===== config.mk =====
export PLATFORM = sky130hd
export DESIGN_NAME = trm_rule_matcher
export DESIGN_NICKNAME = d
export VERILOG_FILES = /design/src/logic/trm_pkg.sv /design/src/logic/trm_flag_check.sv /design/src/logic/trm_rule_matcher.sv
export VERILOG_INCLUDE_DIRS = /design/src /design/src/logic
export SDC_FILE = /design/constraint.sdc
export NUM_CORES = 1
export LEC_CHECK = 0
export BUFFER_PORTS_ARGS = -buffer_cell sky130_fd_sc_hd__buf_2
export CAP_MARGIN = 10
export CORE_ASPECT_RATIO = 1.2
export CORE_MARGIN = 2
export CORE_UTILIZATION = 43
export CTS_BUF_LIST = sky130_fd_sc_hd__clkbuf_8
export CTS_CLUSTER_SIZE = 12
export DETAILED_ROUTE_END_ITERATION = 16
export PLACE_DENSITY = 0.77
export REMOVE_ABC_BUFFERS = 1
export SLEW_MARGIN = 5
export SYNTH_ARGS = -nofsm -noshare
export SYNTH_HDL_FRONTEND = slang
export SYNTH_SLANG_ARGS = --single-unit

===== constraint.sdc =====
create_clock -name clk_i -period 1.7 [get_ports clk_i]
set_input_delay 0.34 -clock clk_i [delete_from_list [all_inputs] [get_ports clk_i]]
set_output_delay 0.34 -clock clk_i [all_outputs]
set_load 0.01 [all_outputs]

===== src/logic/trm_consts.svh =====
`ifndef TRM_CONSTS_SVH
`define TRM_CONSTS_SVH

// ****************************************************************
// Destination-port filter modes
// ****************************************************************
`define TRM_DPORT_ANY 2'h0
`define TRM_DPORT_EXACT 2'h1
`define TRM_DPORT_RANGE 2'h2

// ****************************************************************
// Three-state flag settings
// ****************************************************************
`define TRM_FLAG_CLEAR 2'h0
`define TRM_FLAG_SET 2'h1
`define TRM_FLAG_ANY 2'h2

// ****************************************************************
// Flag positions in the flag vector
// ****************************************************************
`define TRM_FIN_BIT 0
`define TRM_SYN_BIT 1
`define TRM_PSH_BIT 2
`define TRM_ACK_BIT 3
`define TRM_URG_BIT 4
`define TRM_NUM_FLAGS 5

// ****************************************************************
// Reset values
// ****************************************************************
`define TRM_PORT_RST 16'h0000
`define TRM_FLAGS_RST 5'h00

`endif


===== src/logic/trm_pkg.sv =====
package trm_pkg;

    typedef enum logic [1:0] {
        TRM_DP_ANY = 2'h0,
        TRM_DP_EXACT = 2'h1,
        TRM_DP_RANGE = 2'h2
    } trm_dport_mode_t;

    typedef enum logic [1:0] {
        TRM_FL_CLEAR = 2'h0,
        TRM_FL_SET = 2'h1,
        TRM_FL_ANY = 2'h2
    } trm_flag_sel_t;

    // One access_rule_entry's destination-port and flag criteria
    typedef struct packed {
        trm_dport_mode_t dport_mode;
        logic [15:0] dport_lo;
        logic [15:0] dport_hi;
        trm_flag_sel_t fin_sel;
        trm_flag_sel_t syn_sel;
        trm_flag_sel_t psh_sel;
        trm_flag_sel_t ack_sel;
        trm_flag_sel_t urg_sel;
    } trm_rule_cfg_t;

    // Fields extracted from one frame by the parser
    typedef struct packed {
        logic [15:0] dport;
        logic [4:0] flags;
    } trm_frame_hdr_t;

endpackage


===== src/logic/trm_flag_check.sv =====
`timescale 1ns/1ps
`include "trm_consts.svh"

module trm_flag_check
    import trm_pkg::*;
(
    // Settings
    input wire trm_flag_sel_t [`TRM_NUM_FLAGS-1:0] sel_i,
    // Frame flags
    input wire logic [`TRM_NUM_FLAGS-1:0] flags_i,
    // Result per flag
    output logic [`TRM_NUM_FLAGS-1:0] ok_o
);

    function automatic logic flag_ok(input trm_flag_sel_t sel, input logic bit_v);
        logic r;
        r = 1'b0;
        unique case (sel)
            TRM_FL_CLEAR: r = ~bit_v;
            TRM_FL_SET: r = bit_v;
            TRM_FL_ANY: r = 1'b1;
            default: r = 1'b0;
        endcase
        return r;
    endfunction

    always_comb begin
        ok_o[`TRM_FIN_BIT] = flag_ok(sel_i[`TRM_FIN_BIT], flags_i[`TRM_FIN_BIT]);
        ok_o[`TRM_SYN_BIT] = flag_ok(sel_i[`TRM_SYN_BIT], flags_i[`TRM_SYN_BIT]);
        ok_o[`TRM_PSH_BIT] = flag_ok(sel_i[`TRM_PSH_BIT], flags_i[`TRM_PSH_BIT]);
        ok_o[`TRM_ACK_BIT] = flag_ok(sel_i[`TRM_ACK_BIT], flags_i[`TRM_ACK_BIT]);
        ok_o[`TRM_URG_BIT] = flag_ok(sel_i[`TRM_URG_BIT], flags_i[`TRM_URG_BIT]);
    end

endmodule


===== src/logic/trm_rule_matcher.sv =====
// Notes on behaviour
// - With the destination-port mode at any, every frame passes the port test.
// - In exact mode the frame passes only when its destination port equals the 16-bit value.
// - In range mode the frame passes when its destination port lies between the two bounds.
// - FIN setting 0 needs FIN clear, 1 needs FIN set, any ignores FIN.
// - SYN setting 0 needs SYN clear, 1 needs SYN set, any ignores SYN.
// - PSH setting 0 needs PSH clear, 1 needs PSH set, any ignores PSH.
// - ACK setting 0 needs ACK clear, 1 needs ACK set, any ignores ACK.
// - URG setting 0 needs URG clear, 1 needs URG set, any ignores URG.
`timescale 1ns/1ps
`include "trm_consts.svh"

// ****************************************************************
// Timing and limits
// ****************************************************************
// A header presented with hdr_valid_i high is judged against the
// settings present at the same edge; match_valid_o and match_o
// follow one cycle later and stand for that one cycle only.
// Headers may arrive back to back, and each is judged on its own.
// Settings are taken as levels and are not captured per frame, so a
// change while frames flow applies from the next sampling edge.
// The parser and this block share clk_i, so no input is resynchronised.
// Any two-bit setting left at code 3 disables the whole entry.
// After rst_i both outputs read low; the first header may come in the
// cycle after release.
// Exact mode compares against dport_lo; dport_hi is unused there.
// The block keeps no memory of earlier frames, so each verdict depends
// only on the header and the settings at its own edge.

module trm_rule_matcher
    import trm_pkg::*;
(
    // Clock and reset
    input wire logic clk_i,
    input wire logic rst_i,
    // Rule configuration
    input wire trm_rule_cfg_t cfg_i,
    // Frame from parser
    input wire logic hdr_valid_i,
    input wire trm_frame_hdr_t hdr_i,
    // Result
    output logic match_valid_o,
    output logic match_o
);

    // ****************************************************************
    // Port compare
    // ****************************************************************
    // The port is compared every way at once and the mode only picks a
    // result; the mux sits after the compares, so a mode change never
    // lengthens the path from hdr_i.
    logic [15:0] frame_port;
    logic [15:0] bound_lo;
    logic [15:0] bound_hi;
    trm_dport_mode_t port_mode;

    always_comb begin
        frame_port = hdr_i.dport;
        bound_lo = cfg_i.dport_lo;
        bound_hi = cfg_i.dport_hi;
        port_mode = cfg_i.dport_mode;
    end

    // Unsigned strict compare shared by both bounds and the order test
    function automatic logic above(input logic [15:0] a, input logic [15:0] b);
        return a > b;
    endfunction

    logic port_eq;
    logic port_at_hi;
    logic port_above_lo;
    logic port_below_hi;
    logic port_ge_lo;
    logic port_le_hi;
    logic bounds_inverted;
    logic exact_hit;
    logic range_hit;

    always_comb begin
        port_eq = (frame_port == bound_lo);
        port_at_hi = (frame_port == bound_hi);
        port_above_lo = above(frame_port, bound_lo);
        port_below_hi = above(bound_hi, frame_port);
        // Both end points count as inside the range
        port_ge_lo = port_above_lo | port_eq;
        port_le_hi = port_below_hi | port_at_hi;
        // Inverted bounds can never bracket a port; the explicit term keeps
        // that true even if the bound tests are ever relaxed
        bounds_inverted = above(bound_lo, bound_hi);
        exact_hit = port_eq;
        range_hit = ~bounds_inverted & port_ge_lo & port_le_hi;
    end

    logic port_ok;

    always_comb begin
        port_ok = 1'b0;
        unique case (port_mode)
            TRM_DP_ANY: port_ok = 1'b1;
            TRM_DP_EXACT: port_ok = exact_hit;
            TRM_DP_RANGE: port_ok = range_hit;
            default: port_ok = 1'b0;
        endcase
    end

    // ****************************************************************
    // Flag compare
    // ****************************************************************
    logic [`TRM_NUM_FLAGS-1:0] flag_ok;
    trm_flag_sel_t [`TRM_NUM_FLAGS-1:0] sel_vec;

    always_comb begin
        sel_vec[`TRM_FIN_BIT] = cfg_i.fin_sel;
        sel_vec[`TRM_SYN_BIT] = cfg_i.syn_sel;
        sel_vec[`TRM_PSH_BIT] = cfg_i.psh_sel;
        sel_vec[`TRM_ACK_BIT] = cfg_i.ack_sel;
        sel_vec[`TRM_URG_BIT] = cfg_i.urg_sel;
    end

    trm_flag_check u_flags (
        .sel_i(sel_vec),
        .flags_i(hdr_i.flags),
        .ok_o(flag_ok)
    );

    // ****************************************************************
    // Setting check
    // ****************************************************************
    // Code 3 is undefined for every two-bit setting; an entry that holds
    // it is treated as disabled rather than given a guessed meaning
    function automatic logic sel_legal(input trm_flag_sel_t sel);
        return (sel == TRM_FL_CLEAR) || (sel == TRM_FL_SET) || (sel == TRM_FL_ANY);
    endfunction

    logic mode_legal;
    logic [`TRM_NUM_FLAGS-1:0] sel_legal_vec;
    logic cfg_legal;

    always_comb begin
        mode_legal = (port_mode == TRM_DP_ANY) || (port_mode == TRM_DP_EXACT)
            || (port_mode == TRM_DP_RANGE);
        sel_legal_vec[`TRM_FIN_BIT] = sel_legal(sel_vec[`TRM_FIN_BIT]);
        sel_legal_vec[`TRM_SYN_BIT] = sel_legal(sel_vec[`TRM_SYN_BIT]);
        sel_legal_vec[`TRM_PSH_BIT] = sel_legal(sel_vec[`TRM_PSH_BIT]);
        sel_legal_vec[`TRM_ACK_BIT] = sel_legal(sel_vec[`TRM_ACK_BIT]);
        sel_legal_vec[`TRM_URG_BIT] = sel_legal(sel_vec[`TRM_URG_BIT]);
        cfg_legal = mode_legal & (&sel_legal_vec);
    end

    // ****************************************************************
    // Criteria combine
    // ****************************************************************
    logic fin_ok;
    logic syn_ok;
    logic psh_ok;
    logic ack_ok;
    logic urg_ok;
    // One bit per criterion: port first, then the five flags in order
    logic [`TRM_NUM_FLAGS:0] crit_ok;
    logic all_ok;

    // An illegal setting anywhere clears the verdict even if every test passes
    always_comb begin
        fin_ok = flag_ok[`TRM_FIN_BIT];
        syn_ok = flag_ok[`TRM_SYN_BIT];
        psh_ok = flag_ok[`TRM_PSH_BIT];
        ack_ok = flag_ok[`TRM_ACK_BIT];
        urg_ok = flag_ok[`TRM_URG_BIT];
        crit_ok = {urg_ok, ack_ok, psh_ok, syn_ok, fin_ok, port_ok};
        all_ok = (&crit_ok) & cfg_legal;
    end

    // ****************************************************************
    // Registered result
    // ****************************************************************
    // Valid pulse: one cycle behind every accepted header
    logic valid_reg;
    logic valid_next;

    always_comb begin
        valid_next = hdr_valid_i;
    end

    always_ff @(posedge clk_i) begin
        if (rst_i) begin
            valid_reg <= 1'b0;
        end else begin
            valid_reg <= valid_next;
        end
    end

    // Match: gated by the valid input so an idle cycle never shows a stale hit
    logic match_reg;
    logic match_next;

    always_comb begin
        match_next = hdr_valid_i & all_ok;
    end

    always_ff @(posedge clk_i) begin
        if (rst_i) begin
            match_reg <= 1'b0;
        end else begin
            match_reg <= match_next;
        end
    end

    // Outputs come straight from the two flip-flops above
    assign match_o = match_reg;
    assign match_valid_o = valid_reg;

endmodule


==> impl_metrics.tcl, run 1 <==
set metrics [dict create \
    status "complete, no violations" \
    dieWidth_um 55.3 \
    slowest_stage "sky130_fd_sc_hd__nor4_4" \
    multi_input_area_um2 1340 \
    post-route-cell-area_um2 2320 \
    timing.critical_path.from_type "input port" \
    cts_made_buffers 3 \
    endpoint_kind "flip-flop" \
    grt_setup_unrepaired "yes" \
    grt_overflow_total 0 \
    placedInstanceArea_um2 1960 \
    timing.max_slew.rel_slack 0.828 \
    drcViolationCount 0 \
    grt_first_pass_wirelength_mm 6.31 \
    gp_congestion 0.775 \
    cts_htree_levels 1 \
    cts_sinks 2 \
    buffer_ports.inserted 69 \
    cts_tree "done" \
    worst_hold_path_type "input port to flip-flop" \
    power.density_cell_area_nw_per_um2 327 \
    filler_cell_count 230 \
    final_layout_size_suffix_gt1_frac 0.462 \
    flip_flop_and_latch_count_after_synthesis 2 \
    finalHoldViolations 0 \
    yosys.cell_types.count 29 \
    antenna_found_initial 0 \
    number_of_nets_in_the_layout 408 \
    initial_utilization 0.448 \
    num_antenna_cells 0 \
    transition_at_the_pin_with_the_smallest_max_transition_slack_ns 0.256 \
    seqCellArea_um2 40.0 \
    cp_max_fo 3 \
    placeableCoreArea_um2 3030 \
    crit_buf_inv 2 \
    starting_drc_count_in_detailed_routing 35 \
    maxClockFrequency_mhz 592 \
    drtPass1Iterations 4 \
    io-pin-count 70 \
    synthesis.instances 187 \
    clkSlewWorstSetupHoldPaths_ns 0.03 \
    crit_chain "buf_6, inv_2, ha_4, nand4_1, nor4_4, a21boi_2, o31ai_2, a41oi_2, nor2_1" \
    final-max-slew-violation-count 0 \
    largest_net_degree_at_the_start_of_global_routing 4 \
    groute.usage.overall 0.209 \
    netlist_area_pre_place_um2 1360 \
    cp_data_required_time_ns 1.80 \
    avgSynthCellArea_um2 7.25 \
    total_power_mw 0.760 \
    cts_root_buffer "sky130_fd_sc_hd__clkbuf_8" \
    critical-path-max-stage-delay_ns 0.35 \
    detail_route.wirelength_mm 4.01 \
    grt_pass1_vias 1600 \
    static-leakage-power_nw 1.30 \
    timing.critical_path.max_delay_family "simple AND/OR/NAND/NOR gates" \
    timing.final.crit_share 0.994 \
    sequential_fraction_of_the_synthesis_area 0.0295 \
    full_die_area_um2 3620 \
    synth_warnings 0 \
    viasPerCell 5.12 \
    area_delta_synth_final_pct 71.1 \
    ir_worst_vdd_mv 0.396 \
    max-cap-violations 0 \
    ant_nets 0 \
    die_height_um 65.5 \
    buffers_from_clock_root_to_sink_at_most 2 \
    worst_ep_arrival_time_ns 1.79 \
    std_cell_rows 22 \
    path_class "input port to flip-flop" \
    wire_per_inst_um 12.3 \
    place_hpwl_mm 3.05 \
    timing.final.crit_period_ns 1.69 \
    finalSetupViolCount 0 \
    cts_hold_repair.buffers 0 \
    dr_total_vias 1669 \
]
[area by class of cell]
| cell class | count | area share |
|---|---|---|
| repair buffers | 100 | 0.288 |
| clock buffers | 3 | 0.0178 |
| inverters | 48 | 0.0787 |
| multi-input cells | 137 | 0.578 |
| flip-flops and latches | 2 | 0.0173 |
| well taps | 36 | 0.0194 |
[state kept, by name, indices dropped and copies added, names as in the netlist]
register / cells
match_o: 1
match_valid_o: 1
[where the power goes]
part	internal (mW)	total (mW)	leakage [nW]	switching (mW)
logic	0.287	0.523	1.26	0.237
registers	0.0487	0.0489	0.0164	0.000206
clock network	0.150	0.188	0.0216	0.0380
total	0.485	0.760	1.30	0.275
[cell usage after synthesis]
master / n / area [um^2]
sky130_fd_sc_hd__nor2_1: 5 / 18.8
sky130_fd_sc_hd__and2_1: 1 / 6.26
sky130_fd_sc_hd__o211ai_1: 3 / 22.5
sky130_fd_sc_hd__nand3_1: 4 / 20.0
sky130_fd_sc_hd__and4_1: 1 / 8.76
sky130_fd_sc_hd__a21oi_2: 1 / 8.76
sky130_fd_sc_hd__nand4_1: 5 / 31.3
sky130_fd_sc_hd__a211oi_1: 2 / 15.0
sky130_fd_sc_hd__o2111ai_1: 2 / 17.5
sky130_fd_sc_hd__nor2b_1: 7 / 43.8
sky130_fd_sc_hd__nor4_2: 1 / 12.5
sky130_fd_sc_hd__xnor2_1: 5 / 43.8
sky130_fd_sc_hd__o21ai_0: 5 / 25.0
sky130_fd_sc_hd__a221oi_1: 2 / 17.5
sky130_fd_sc_hd__a221o_1: 1 / 10.0
sky130_fd_sc_hd__inv_1: 48 / 180
sky130_fd_sc_hd__o31ai_1: 1 / 7.51
sky130_fd_sc_hd__a41oi_1: 2 / 17.5
sky130_fd_sc_hd__a21oi_1: 16 / 80.1
sky130_fd_sc_hd__nand2_1: 14 / 52.6
sky130_fd_sc_hd__nor3_1: 2 / 10.0
sky130_fd_sc_hd__ha_1: 48 / 601
sky130_fd_sc_hd__and3_1: 1 / 6.26
sky130_fd_sc_hd__a21o_1: 3 / 22.5
sky130_fd_sc_hd__a21boi_2: 1 / 11.3
sky130_fd_sc_hd__or3_1: 1 / 6.26
sky130_fd_sc_hd__nand3b_1: 1 / 7.51
sky130_fd_sc_hd__nand2b_1: 2 / 12.5
sky130_fd_sc_hd__dfxtp_1: 2 / 40.0
[cells by family (layout without fill, tap and decap cells)]
family / after synthesis / after routing / synth area share
buf+inv: 48 / 151 / 0.133
simple gates: 45 / 45 / 0.174
flops: 2 / 2 / 0.0295
fa+ha+maj: 48 / 48 / 0.443
compound gates: 39 / 39 / 0.188
xor+xnor: 5 / 5 / 0.0323
[placed cells by master, fill, tap and decap left out, drive strengths merged]
cell,count
a211oi,2
a21boi,1
a21o,3
a21oi,17
a221o,1
a221oi,2
a41oi,2
and2,1
and3,1
and4,1
buf,100
clkbuf,3
dfxtp,2
ha,48
inv,48
nand2,14
nand2b,2
nand3,4
nand3b,1
nand4,5
nor2,5
nor2b,7
nor3,2
nor4,1
o2111ai,2
o211ai,3
o21ai,5
o31ai,1
or3,1
xnor2,5
[layer usage]
metal / GRT usage / vias to the layer above / share of wire
met5: 0 / - / 0
met4: 0.0366 / 0 / 0.0027
met3: 0.0315 / 2 / 0.054
met2: 0.414 / 53 / 0.56
met1: 0.236 / 759 / 0.39
li1: - / 855 / -
[per-stage QoR]
| step | setup TNS, ns | instances | setup WS [ns] | util | hold slack [ns] |
|---|---|---|---|---|---|
| detailed placement | -0.244 | 321 | -0.244 | 0.649 | 0.517 |
| floorplan | 0 | 187 | 0.0261 | - | 0.423 |
| global route | -0.0581 | 326 | -0.0581 | 0.767 | 0.311 |
| global placement | -0.230 | 321 | -0.230 | 0.649 | 0.517 |
| CTS | 0 | 326 | 0.00170 | 0.721 | 0.294 |
| finish | 0 | 326 | 0.0102 | 0.767 | 0.303 |
[worst paths after layout]
| path | start | endpoint | slack, ns | cells after the start |
|---|---|---|---|---|
| setup / recovery | cfg_i[25] | match_o | 0.01 | 9 |
| hold / removal | rst_i | match_valid_o | 0.30 | 2 |
[repair_timing]
item | in CTS | in global routing
resized for setup | 26 | 27
setup buffers | 2 | 0
endpoints found under the setup margin | 1 | 1
pin swaps | 16 | 12
Power figures use the tool's default switching activity.
==> run 2, diff against run 1 <==
Settings changed: CELL_PAD_IN_SITES_DETAIL_PLACEMENT set to 1, CELL_PAD_IN_SITES_GLOBAL_PLACEMENT set to 2, CORE_MARGIN 2 to not set, CORE_UTILIZATION 43 to 22, PLACE_DENSITY 0.77 to 0.76.
==> run 2 against run 1 <==
Compared with the run above:
- sequential share of layout area about the same
- first-iteration DRC count down 40%
- cell area up 2.0%
- cell count up 13%
- total power about the same
- via count down 1.8%
- critical path type unchanged
- critical endpoint unchanged
- largest cell class unchanged
- highest routed layer unchanged
==> impl_metrics.tcl, run 2 (synthesized netlist as in run 1, its figures left out) <==
set metrics [dict create \
    status "complete, no violations" \
    full_die_area_um2 6480 \
    post-route-cell-area_um2 2370 \
    comb_power_share 0.692 \
    buffer_ports.inserted 69 \
    groute.usage.overall 0.138 \
    crit_path_end "match_o" \
    cts_sinks 2 \
    initial_utilization 0.235 \
    placeableCoreArea_um2 5780 \
    cts_hold_repair.buffers 0 \
    timing.max_slew.rel_slack 0.834 \
    grt_overflow_total 0 \
    num_antenna_cells 0 \
    wire_per_inst_um 11.5 \
    std_cell_rows 30 \
    cts_root_buffer "sky130_fd_sc_hd__clkbuf_8" \
    groute.layer.met3.usage 0.0219 \
    antenna_found_initial 0 \
    total_net_switching_power_mw 0.270 \
    buffers_from_clock_root_to_sink_at_most 2 \
    cp_max_fo 2 \
    met1_usage 0.157 \
    p_seq_frac 0.064 \
    dr_total_vias 1639 \
    ant_nets 0 \
    gp_congestion 0.725 \
    clkSlewWorstSetupHoldPaths_ns 0.03 \
    finalHoldViolations 0 \
    drtPass1Iterations 4 \
    die_height_um 88.0 \
    timing.critical_path.from_type "input port" \
    cts_tree "done" \
    static-leakage-power_nw 1.29 \
    io-pin-count 70 \
    max-cap-violations 0 \
    timing.final.crit_share 0.970 \
    cp_data_required_time_ns 1.80 \
    worst_ep_arrival_time_ns 1.75 \
    starting_drc_count_in_detailed_routing 21 \
    finish.utilization 0.410 \
    area_delta_synth_final_pct 74.6 \
    grt_setup_unrepaired "yes" \
    cts_made_buffers 3 \
    endpoint_kind "flip-flop" \
    viasPerCell 4.43 \
    detail_route.wirelength_mm 4.26 \
    grt_pass1_vias 1769 \
    transition_at_the_pin_with_the_smallest_max_transition_slack_ns 0.248 \
    number_of_nets_in_the_layout 408 \
    global_route.peak_usage_layer "met2" \
    layout.cells.most_common "sky130_fd_sc_hd__buf_2" \
    place_hpwl_mm 3.79 \
    int_power_mw 0.489 \
    grt_first_pass_wirelength_mm 7.06 \
    dieWidth_um 73.7 \
    cts_htree_levels 1 \
    global_route.usage.met2 0.269 \
    power.share.clock 0.244 \
    finalSetupViolCount 0 \
    power.density_cell_area_nw_per_um2 321 \
    filler_cell_count 732 \
    most-common-layout-cells "55 x sky130_fd_sc_hd__buf_2, 39 x sky130_fd_sc_hd__inv_1, 37 x sky130_fd_sc_hd__ha_1" \
    worst_hold_path_type "input port to flip-flop" \
    timing.final.crit_period_ns 1.65 \
    largest_net_degree_at_the_start_of_global_routing 4 \
    total_power_mw 0.759 \
    ir_worst_vdd_mv 0.349 \
    power.share.switching 0.356 \
    final_layout_size_suffix_gt1_frac 0.459 \
    drcViolationCount 0 \
    placedInstanceArea_um2 2030 \
    final-max-slew-violation-count 0 \
    worstSetupStartpoint "cfg_i[20]" \
    path_class "input port to flip-flop" \
    maxClockFrequency_mhz 607 \
]
## run 2: cell types whose count changed in the layout (fill, tap and decap cells not counted), moves of 2 or more
cell,before,now
sky130_fd_sc_hd__o21ai_1,0,3
sky130_fd_sc_hd__o21ai_0,5,2
sky130_fd_sc_hd__buf_8,1,3
sky130_fd_sc_hd__inv_4,1,3
## run 2: worst max-delay path: stages
cell,delay (ns)
sky130_fd_sc_hd__buf_8,0.08
sky130_fd_sc_hd__inv_4,0.03
sky130_fd_sc_hd__ha_4,0.26
sky130_fd_sc_hd__nand4_1,0.22
sky130_fd_sc_hd__nor4_4,0.33
sky130_fd_sc_hd__a21boi_2,0.21
sky130_fd_sc_hd__o31ai_2,0.09
sky130_fd_sc_hd__a41oi_2,0.14
sky130_fd_sc_hd__nor2_1,0.05
## run 2: layout make-up
cell class	instances	area, um^2	area share
multi-input combinational	137	1320	0.557
clock buffer	3	41.3	0.0174
tap	80	100	0.0423
inverter	48	188	0.0792
sequential	2	40.0	0.0169
timing repair buffer	100	681	0.287
## run 2: power by group through the flow
stage	Sequential [mW]	Combinational, mW	Clock, mW
floorplan	0.0503	0.216	0
global placement	0.0495	0.436	0
detailed placement	0.0494	0.446	0
CTS	0.0490	0.505	0.193
global route	0.0491	0.605	0.197
finish	0.0490	0.525	0.185
## run 2: timing repair
item / in CTS / in global routing
cloned: 0 / 0
endpoints found under the setup margin: 1 / 1
resized for setup: 35 / 23
pin swaps: 19 / 14
buffers inserted: 1 / 0
## run 2: how the worst min path moves through the flow
stage	to	cells past startpoint	slack, ns	start
after floorplan	match_valid_o	1	0.42	rst_i
after global placement	match_valid_o	2	0.52	rst_i
after detailed placement	match_valid_o	2	0.53	rst_i
after CTS	match_valid_o	2	0.31	rst_i
after global routing	match_valid_o	2	0.32	rst_i
final	match_valid_o	2	0.31	rst_i
## run 2: through the flow
stage / TNS [ns] / hold WS (ns) / setup WS (ns) / std cells
2_1_floorplan: 0 / 0.423 / 0.0261 / 187
3_3_place_gp: -0.190 / 0.519 / -0.190 / 366
3_5_place_dp: -0.270 / 0.528 / -0.270 / 366
4_1_cts: -0.0147 / 0.308 / -0.0147 / 370
5_1_grt: -0.0507 / 0.320 / -0.0507 / 370
6_report: 0 / 0.308 / 0.0512 / 370
## run 2: routing by layer
layer / wire (um) / up-vias
li1: - / 853
met1: 1740 / 733
met2: 2240 / 48
met3: 219 / 5
met4: 51 / 0
met5: 0 / -
==> run 3, diff against run 2 <==
Settings changed: MAX_ROUTING_LAYER set to met4.
==> run 3 against run 2 <==
Compared with the run above:
- wire length about the same
- sequential power barely moved
- via count is 0.12% higher
- combinational power about the same
- first-iteration DRC count is the same
- sequential cell count unchanged
- setup slack better by 0.0034 ns
- critical path depth stayed put
- clock power is essentially flat
- cell count unchanged
- non-clock buffer count did not move
- critical path type unchanged
- critical endpoint unchanged
- highest routed layer unchanged
==> impl_metrics.tcl, run 3 (synthesized netlist as in run 1, its figures left out) <==
set metrics [dict create \
    multi_input_area_um2 1320 \
    timing.hold.ws_ns 0.307 \
    grt_overflow_total 0 \
    placedInstanceArea_um2 2030 \
    whs_path_depth 2 \
    worst_hold_path_type "input port to flip-flop" \
    seqCellArea_um2 40.0 \
    ir_worst_vdd_mv 0.350 \
    initial_utilization 0.235 \
    viasPerCell 4.44 \
    worstSetupStartpoint "cfg_i[20]" \
    static-leakage-power_nw 1.29 \
    cp_data_required_time_ns 1.80 \
    cts_sinks 2 \
    std_cell_rows 30 \
    total_power_mw 0.760 \
    placement.setup.worst_slack_ns -0.270 \
    cts_made_buffers 3 \
    cts_htree_levels 1 \
    finalSetupViolCount 0 \
    num_antenna_cells 0 \
    place_hpwl_mm 3.79 \
    power.density_cell_area_nw_per_um2 321 \
    drtPass1Iterations 4 \
    area_delta_synth_final_pct 74.6 \
    grt_first_pass_wirelength_mm 7.07 \
    maxClockFrequency_mhz 608 \
    drcViolationCount 0 \
    buffer_ports.inserted 69 \
    dr_total_vias 1641 \
    cts_tree "done" \
    final-max-slew-violation-count 0 \
    worst_ep_arrival_time_ns 1.74 \
    io-pin-count 70 \
    cts_root_buffer "sky130_fd_sc_hd__clkbuf_8" \
    number_of_nets_in_the_layout 408 \
    timing.final.crit_period_ns 1.65 \
    ant_nets 0 \
    endpoint_kind "flip-flop" \
    filler_cell_count 732 \
    finalHoldViolations 0 \
    timing.critical_path.from_type "input port" \
    gp_congestion 0.733 \
    finish.utilization 0.410 \
    groute.usage.overall 0.143 \
    clkSlewWorstSetupHoldPaths_ns 0.03 \
    timing.max_slew.rel_slack 0.834 \
    max-cap-violations 0 \
    full_die_area_um2 6480 \
    post-route-worst-setup-slack_ns 0.0546 \
    die_height_um 88.0 \
    layout.cells.most_common "sky130_fd_sc_hd__buf_2" \
    grt_setup_unrepaired "yes" \
    wire_per_inst_um 11.5 \
    starting_drc_count_in_detailed_routing 21 \
    cp_max_fo 2 \
    most-common-layout-cells "55 x sky130_fd_sc_hd__buf_2, 39 x sky130_fd_sc_hd__inv_1, 37 x sky130_fd_sc_hd__ha_1" \
    grt_pass1_vias 1769 \
    placeableCoreArea_um2 5780 \
    status "complete, no violations" \
    final_layout_size_suffix_gt1_frac 0.459 \
    dieWidth_um 73.7 \
    buffers_from_clock_root_to_sink_at_most 2 \
    path_class "input port to flip-flop" \
    timing.final.crit_share 0.968 \
    largest_net_degree_at_the_start_of_global_routing 4 \
    hold-path-endpoint "match_valid_o" \
    transition_at_the_pin_with_the_smallest_max_transition_slack_ns 0.248 \
    detail_route.wirelength_mm 4.26 \
    antenna_found_initial 0 \
    post-route-cell-area_um2 2370 \
    worst_hold_startpoint "rst_i" \
]
## run 3: worst max-delay path by stage
| stage | end | slack (ns) | cells after the start |
|---|---|---|---|
| final | match_o | 0.05 | 9 |
| after global routing | match_o | -0.05 | 9 |
| after CTS | match_o | -0.01 | 9 |
| after detailed placement | match_o | -0.27 | 9 |
| after global placement | match_o | -0.19 | 9 |
| after floorplan | match_o | 0.03 | 8 |
## run 3: timing repair
item,4_1_cts,5_1_grt
gates resized for setup,35,23
pin swaps,19,14
hold buffers,0,0
setup endpoints to repair,1,1
buffers inserted,1,0
## run 3: per-layer routing
metal | global-route usage | up-vias | share of wire
li1 | - | 853 | -
met1 | 0.158 | 734 | 0.41
met2 | 0.269 | 48 | 0.53
met3 | 0.0196 | 6 | 0.048
met4 | 0.0227 | 0 | 0.012
met5 | - | - | 0
## run 3: final cells by class
class,count,share of cell area
Clock buffer,3,0.0174
Inverter,48,0.0792
Multi-Input combinational cell,137,0.557
Sequential cell,2,0.0169
Tap cell,80,0.0423
Timing Repair Buffer,100,0.287
## run 3: report_power, final
group          internal (mW)  switching, mW
logic                  0.291          0.235
clock network          0.150         0.0361
registers             0.0487       0.000269
## run 3: critical path: stages
cell	delay, ns
sky130_fd_sc_hd__buf_8	0.08
sky130_fd_sc_hd__inv_4	0.03
sky130_fd_sc_hd__ha_4	0.26
sky130_fd_sc_hd__nand4_1	0.22
sky130_fd_sc_hd__nor4_4	0.33
sky130_fd_sc_hd__a21boi_2	0.21
sky130_fd_sc_hd__o31ai_2	0.09
sky130_fd_sc_hd__a41oi_2	0.14
sky130_fd_sc_hd__nor2_1	0.05
## run 3: stage by stage
step / setup TNS, ns / std cells
after floorplan: 0 / 187
final: 0 / 370
after detailed placement: -0.270 / 366
after CTS: -0.0147 / 370
after global routing: -0.0507 / 370
after global placement: -0.190 / 366
